--- src/afr_pkg.sv ---
// Constants and types shared by the alignment FIFO resync control block.
// Assumes one APB clock domain; register indices become byte addresses times four.
package afr_pkg;

  // Printed register indices (not word aligned, so the byte address is four times the index)
  localparam logic [19:0] IDX_CHAN = 20'h30017;
  localparam logic [19:0] IDX_GROUP = 20'h30018;
  localparam logic [19:0] ADDR_CHAN = IDX_CHAN << 2;
  localparam logic [19:0] ADDR_GROUP = IDX_GROUP << 2;

  // Reset values
  localparam logic [7:0] CHAN_RST = 8'h00;
  localparam logic [7:0] GROUP_RST = 8'h00;

  // Per-channel register bit positions
  localparam int CHAN_LANE_B4 = 0;
  localparam int CHAN_LANE_B3 = 1;
  localparam int CHAN_LANE_B2 = 2;
  localparam int CHAN_LANE_B1 = 3;
  localparam int CHAN_LANE_A4 = 4;
  localparam int CHAN_LANE_A3 = 5;
  localparam int CHAN_LANE_A2 = 6;
  localparam int CHAN_LANE_A1 = 7;

  // Group register fields
  localparam int GRP_PAIR_LSB = 0;
  localparam int GRP_PAIR_MSB = 3;
  localparam int GRP_QUAD_SECOND = 4;
  localparam int GRP_QUAD_FIRST = 5;
  localparam int GRP_ALL = 6;
  localparam logic [7:0] GRP_USED_MASK = 8'h7F;

  // Bus answer phase
  typedef enum logic {
    BUS_IDLE = 1'b0,
    BUS_DONE = 1'b1
  } afr_bus_st_t;

  // Register selected by an address
  typedef enum logic [1:0] {
    SEL_NONE = 2'b00,
    SEL_CHAN = 2'b01,
    SEL_GROUP = 2'b10
  } afr_sel_t;

  // Group resync outputs travel together
  typedef struct packed {
    logic [3:0] pair;
    logic quad_first;
    logic quad_second;
    logic all8;
  } afr_group_t;

endpackage

--- src/afr_group_ctrl.sv ---
// Pair, quad and all-eight resync levels decoded from the group register.
// Assumes the group register value is stable on pclk.
`timescale 1ns/1ns

module afr_group_ctrl (
  input wire logic pclk,
  input wire logic presetn,
  input wire logic [7:0] group_reg,
  output afr_pkg::afr_group_t group_resync
);

  afr_pkg::afr_group_t s_reg;
  afr_pkg::afr_group_t s_next;

  // Field split; bit 7 carries nothing
  always_comb begin
    s_next = s_reg;
    s_next.pair = group_reg[afr_pkg::GRP_PAIR_MSB:afr_pkg::GRP_PAIR_LSB];
    s_next.quad_second = group_reg[afr_pkg::GRP_QUAD_SECOND];
    s_next.quad_first = group_reg[afr_pkg::GRP_QUAD_FIRST];
    s_next.all8 = group_reg[afr_pkg::GRP_ALL];
  end

  // State register
  always_ff @(posedge pclk or negedge presetn) begin
    if (!presetn) begin
      s_reg <= '0;
    end else begin
      s_reg <= s_next;
    end
  end

  assign group_resync = s_reg;

endmodule

--- src/afr_lane_ctrl.sv ---
// One channel's resync control: resync level and read pointer centering.
// Assumes align_off comes from outside pclk and must be synchronised here.
`timescale 1ns/1ns

module afr_lane_ctrl (
  input wire logic pclk,
  input wire logic presetn,
  input wire logic resync_bit,
  input wire logic align_off,
  output logic fifo_resync,
  output logic rd_ptr_center
);

  typedef struct packed {
    logic [1:0] sync;
    logic resync;
    logic center;
  } afr_lane_state_t;

  afr_lane_state_t s_reg;
  afr_lane_state_t s_next;

  // Next state; sync[0] feeds only sync[1]
  always_comb begin
    s_next = s_reg;
    s_next.sync = {s_reg.sync[0], align_off};
    s_next.resync = resync_bit;
    s_next.center = resync_bit & s_reg.sync[1];
  end

  // State register
  always_ff @(posedge pclk or negedge presetn) begin
    if (!presetn) begin
      s_reg <= '0;
    end else begin
      s_reg <= s_next;
    end
  end

  assign fifo_resync = s_reg.resync;
  assign rd_ptr_center = s_reg.center;

endmodule

--- src/afr_top.sv ---
// Alignment FIFO resync control: APB slave with per-channel and group resync registers.
// Assumes an APB master on pclk; the FIFO datapath sits outside and obeys the resync levels.
`timescale 1ns/1ns

// How it works
// - The per-channel register has one bit per lane, b4 at bit 0 up to a1 at bit 7.
// - Setting a lane's bit resyncs that lane's FIFO alone.
// - With alignment off for a lane, its resync also centres the FIFO read pointer.
// - Resync bits are plain read-write levels that software must clear again.
// - Group bits 0 to 3 resync the joint FIFO of each two-lane pair.
// - Group bit 4 resyncs the second quad and bit 5 the first quad.
// - Group bit 6 resyncs the eight-lane FIFO and bit 7 is unused.
module afr_top (
  input wire logic pclk,
  input wire logic presetn,
  input wire logic psel,
  input wire logic penable,
  input wire logic pwrite,
  input wire logic [19:0] paddr,
  input wire logic [31:0] pwdata,
  output logic [31:0] prdata,
  output logic pready,
  output logic pslverr,
  input wire logic [7:0] lane_align_off,
  output logic [7:0] lane_fifo_resync,
  output logic [7:0] lane_rd_ptr_center,
  output afr_pkg::afr_group_t group_resync
);

  typedef struct packed {
    afr_pkg::afr_bus_st_t bus;
    logic [7:0] chan;
    logic [7:0] group;
    logic [31:0] rdata;
    logic ready;
    logic err;
  } afr_top_state_t;

  afr_top_state_t s_reg;
  afr_top_state_t s_next;

  // Address decode, shared by the read and write paths
  function automatic afr_pkg::afr_sel_t reg_sel(input logic [19:0] addr);
    if (addr == afr_pkg::ADDR_CHAN) begin
      reg_sel = afr_pkg::SEL_CHAN;
    end else if (addr == afr_pkg::ADDR_GROUP) begin
      reg_sel = afr_pkg::SEL_GROUP;
    end else begin
      reg_sel = afr_pkg::SEL_NONE;
    end
  endfunction

  // APB slave: one wait state so that read data and pready leave flip-flops
  always_comb begin
    s_next = s_reg;
    s_next.ready = 1'b0;
    s_next.err = 1'b0;
    case (s_reg.bus)
      afr_pkg::BUS_IDLE: begin
        if (psel && penable) begin
          s_next.bus = afr_pkg::BUS_DONE;
          s_next.ready = 1'b1;
          s_next.rdata = 32'h0000_0000;
          if (reg_sel(paddr) == afr_pkg::SEL_CHAN) begin
            s_next.rdata = {24'h00_0000, s_reg.chan};
          end else if (reg_sel(paddr) == afr_pkg::SEL_GROUP) begin
            s_next.rdata = {24'h00_0000, s_reg.group};
          end else begin
            s_next.err = 1'b1; // Unmapped address
          end
        end
      end
      afr_pkg::BUS_DONE: begin
        // Write lands at the edge where pready is sampled high
        s_next.bus = afr_pkg::BUS_IDLE;
        if (psel && penable && pwrite) begin
          if (reg_sel(paddr) == afr_pkg::SEL_CHAN) begin
            s_next.chan = pwdata[7:0];
          end else if (reg_sel(paddr) == afr_pkg::SEL_GROUP) begin
            s_next.group = pwdata[7:0] & afr_pkg::GRP_USED_MASK;
          end
        end
      end
      default: begin
        s_next.bus = afr_pkg::BUS_IDLE;
      end
    endcase
  end

  // State register
  always_ff @(posedge pclk or negedge presetn) begin
    if (!presetn) begin
      s_reg.bus <= afr_pkg::BUS_IDLE;
      s_reg.chan <= afr_pkg::CHAN_RST;
      s_reg.group <= afr_pkg::GROUP_RST;
      s_reg.rdata <= 32'h0000_0000;
      s_reg.ready <= 1'b0;
      s_reg.err <= 1'b0;
    end else begin
      s_reg <= s_next;
    end
  end

  assign prdata = s_reg.rdata;
  assign pready = s_reg.ready;
  assign pslverr = s_reg.err;

  // One control per lane; the held bit keeps the FIFO in resync
  generate
    for (genvar i = 0; i < 8; i++) begin : g_lane
      afr_lane_ctrl u_lane (
        .pclk(pclk),
        .presetn(presetn),
        .resync_bit(s_reg.chan[i]),
        .align_off(lane_align_off[i]),
        .fifo_resync(lane_fifo_resync[i]),
        .rd_ptr_center(lane_rd_ptr_center[i])
      );
    end
  endgenerate

  // Pair, quad and all-eight levels
  afr_group_ctrl u_group (
    .pclk(pclk),
    .presetn(presetn),
    .group_reg(s_reg.group),
    .group_resync(group_resync)
  );

endmodule

--- config.mk ---
export PLATFORM = sky130hd
export DESIGN_NAME = afr_top
export DESIGN_NICKNAME = d
export VERILOG_FILES = /design/src/afr_pkg.sv /design/src/afr_group_ctrl.sv /design/src/afr_lane_ctrl.sv /design/src/afr_top.sv
export SDC_FILE = /design/constraint.sdc
export NUM_CORES = 1
export LEC_CHECK = 0
export BUFFER_PORTS_ARGS = -buffer_cell sky130_fd_sc_hd__clkbuf_2
export CAP_MARGIN = 20
export CORE_MARGIN = 2
export CORE_UTILIZATION = 35
export DETAILED_ROUTE_END_ITERATION = 10
export SYNTH_ARGS = -nofsm -noshare
export SYNTH_HDL_FRONTEND = slang
export SYNTH_SLANG_ARGS = --single-unit
--- constraint.sdc ---
create_clock -name pclk -period 1.7 [get_ports pclk]
set_input_delay 0.085 -clock pclk [delete_from_list [all_inputs] [get_ports pclk]]
set_output_delay 0.085 -clock pclk [all_outputs]
set_load 0.01 [all_outputs]
==> results.ini <==
[run_status]
status=finished, final reports clean

[layout]
multi_input_area_sq_um=597
final_nets=336
seq_area_sq_um=1600
num-fill-cells=667
diodes=0
area_growth_pct=28.3
drive_gt1_share_pct=44.0
largest_reg_flops=16
layout.cells.non_filler=371

[setup_path]
ff2ff_path_depth=5
path_delay_family=simple AND/OR/NAND/NOR gates
crit_cells=5
cp_max_fo=8
cp_cell_sequence=nand3b_1, clkinv_1, nand3_1, o21ai_0, a21o_1
startpoint=s_reg[50]
crit_end=prdata[5]
cp_slowest_cell=dfrtp_1
r2r_end=prdata[5]
critPathBufInv=1
crit_type=flip-flop to flip-flop
arrival_ns=1.68
worst-r2r-setup-slack_ns=0.24
r2r-start=s_reg[50]
crit_path_max_incr_delay_ns=0.37
start_kind=flip-flop
cp_data_required_time_ns=1.93
critPathCaptureType=flip-flop

[sta]
min_period_over_period_pct=85.7
min_period_ns=1.46
setup_ws_ns=0.244
fmax_mhz=687
drv_slew=0
fin_skew_ns=0.00564
finalSetupViolations=0
rsz0062_at_grt=no
fin_hold_ws_ns=0.251
final_hold_viol_count=0
tns_ns=0

[clock_network]
cts_tree=yes
htreeDepth=3
post_cts_buffers=0
clk-insertion-delay-late_ns=0.34
cts_resized=0
clock-sinks=64
root_buffer=clkbuf_8
path_clk_slew_ns=0.07
cts_buffers=9
clock_tree.buffer_depth=2

[power]
leakagePower_nw=1.74
p_per_area_nw_per_um2=960
vdd_drop_max_mv=0.391

[routing]
ant_nets=0
initialDrtViolationCount=70
finalWirelength_um=4750
wl_per_cell_um=12.8
via_per_inst=4.15
drc=0
dr.pass1.iters=4
num_vias=1540

[die]
dieArea_sq_um=7770
start_util_pct=36.3
core_sq_um=6830
num_rows=30
ios=122
fp.dieW_um=88.2
die_y_um=88.2

[synthesis]
syn_inst=183
synth.distinct_cells=24
synth_fa_ha_area_share_pct=0
syn_area_per_cell_sq_um=13.5
synth_top_family_by_area=buffers and inverters
muxShareOfSynthArea_pct=6.81
synth-xor-area-share_pct=0
synth_area_sq_um=2480
synthSimpleGateAreaFrac_pct=9.29
ys_ff_latch=64
synth_compound_area_share_pct=4.09
synth-warning-count=0
ys_seq_area_share_pct=64.6

[flow_run]
drv_cap=0

[global_route]
first_global_vias=1423
grt_use_total_pct=12.9
grt_pass1_wl_um=7140
gr-total-overflow=0
grt_max_degree=65
antenna_found_initial=0

[placed_design]
place.port_buffers=73
dp_hpwl_um=3350
gp_congestion=0.757
place_ws_ns=-0.0888
placed_cells=339

[hold_path]
hp-class=input pin to flip-flop

-- metrics by stage --
step | cell area [sq um] | utilization (%) | total power [mW]
finish | 3180 | 46.6 | 3.05
global route | 3180 | 46.6 | 3.18
CTS | 3180 | 46.6 | 3.10
detailed placement | 2810 | 41.1 | 1.72
global placement | 2810 | 41.1 | 1.72
floorplan | 2560 | - | 1.66
-- layout by cell type (no fill, tap or decap), types with 7 or more instances in the layout --
master and count:
nand2_1 7, buf_4 13, a21o_1 7, conb_1 24, dlygate4sd3_1 17, mux2_2 15, clkbuf_8 12, o21ai_0 7
nand3_1 7, and2_1 8, clkbuf_2 72, dfrtp_1 64
-- Yosys cell counts --
library cell	instances	share of area, %
dfrtp_1	64	65
buf_4	48	15
mux2_2	15	6.8
and2_1	8	2.0
a21o_1	7	2.1
nand2_1	7	1.1
nand3_1	7	1.4
o21ai_0	7	1.4
nand4_1	2	0.50
nor3_2	2	0.81
nor4_1	2	0.50
nor4b_1	2	0.71
a21oi_1	1	0.20
a22o_1	1	0.35
buf_2	1	0.20
clkbuf_1	1	0.15
clkinv_1	1	0.15
conb_1	1	0.15
nand3b_1	1	0.30
nand4b_1	1	0.35
nor2_1	1	0.15
nor3_4	1	0.66
nor4bb_1	1	0.40
or4b_1	1	0.40
-- cell type report --
type	count	area share, %
clock buffers	12	5.19
repair buffers	104	20.5
well taps	96	3.78
clock inverters	3	1.26
flip-flops and latches	64	50.4
inverters	1	0.118
multi-input cells	91	18.8
-- per-layer routing --
metal  vias to the layer above  track usage (%)  wire length, um
li1                        719                -                -
met3                         9             4.90              311
met2                        63             17.4             2150
met1                       749             17.7             2190
met4                         0             7.58              102
met5                         -                0                0
-- worst reg2reg max path: stages, from the launching register on --
cell	delay (ns)
dfrtp_1	0.37
nand3b_1	0.21
clkinv_1	0.33
nand3_1	0.18
o21ai_0	0.10
a21o_1	0.17
-- where the power goes --
group          internal [mW]  total [mW]  switching (mW)
sequential              1.54        1.55         0.00465
combinational         0.0746       0.169          0.0944
clock                  0.784        1.34           0.553
-- how the worst min path moves through the flow --
| stage | from | endpoint | slack (ns) | cells past startpoint |
|---|---|---|---|---|
| detailed placement | presetn | g_lane[2].u_lane.s_reg[3] | 0.12 | 2 |
| finish | paddr[4] | pslverr | 0.25 | 4 |
| global placement | presetn | g_lane[2].u_lane.rd_ptr_center | 0.13 | 2 |
| CTS | paddr[5] | pslverr | 0.23 | 4 |
| floorplan | presetn | g_lane[0].u_lane.fifo_resync | -0.21 | 0 |
| global route | paddr[4] | pslverr | 0.25 | 4 |
-- cell families after synthesis --
group / Yosys count
other: 1
and+or+nand+nor: 36
AOI/OAI and AO/OA: 16
buffers and inverters: 51
DFF: 64
muxes: 15
-- timing repair --
item,in CTS,in global routing
setup endpoints to repair,0,0
hold buffers,17,0
endpoints found under the hold margin,87,0
Power figures use the tool's default switching activity.
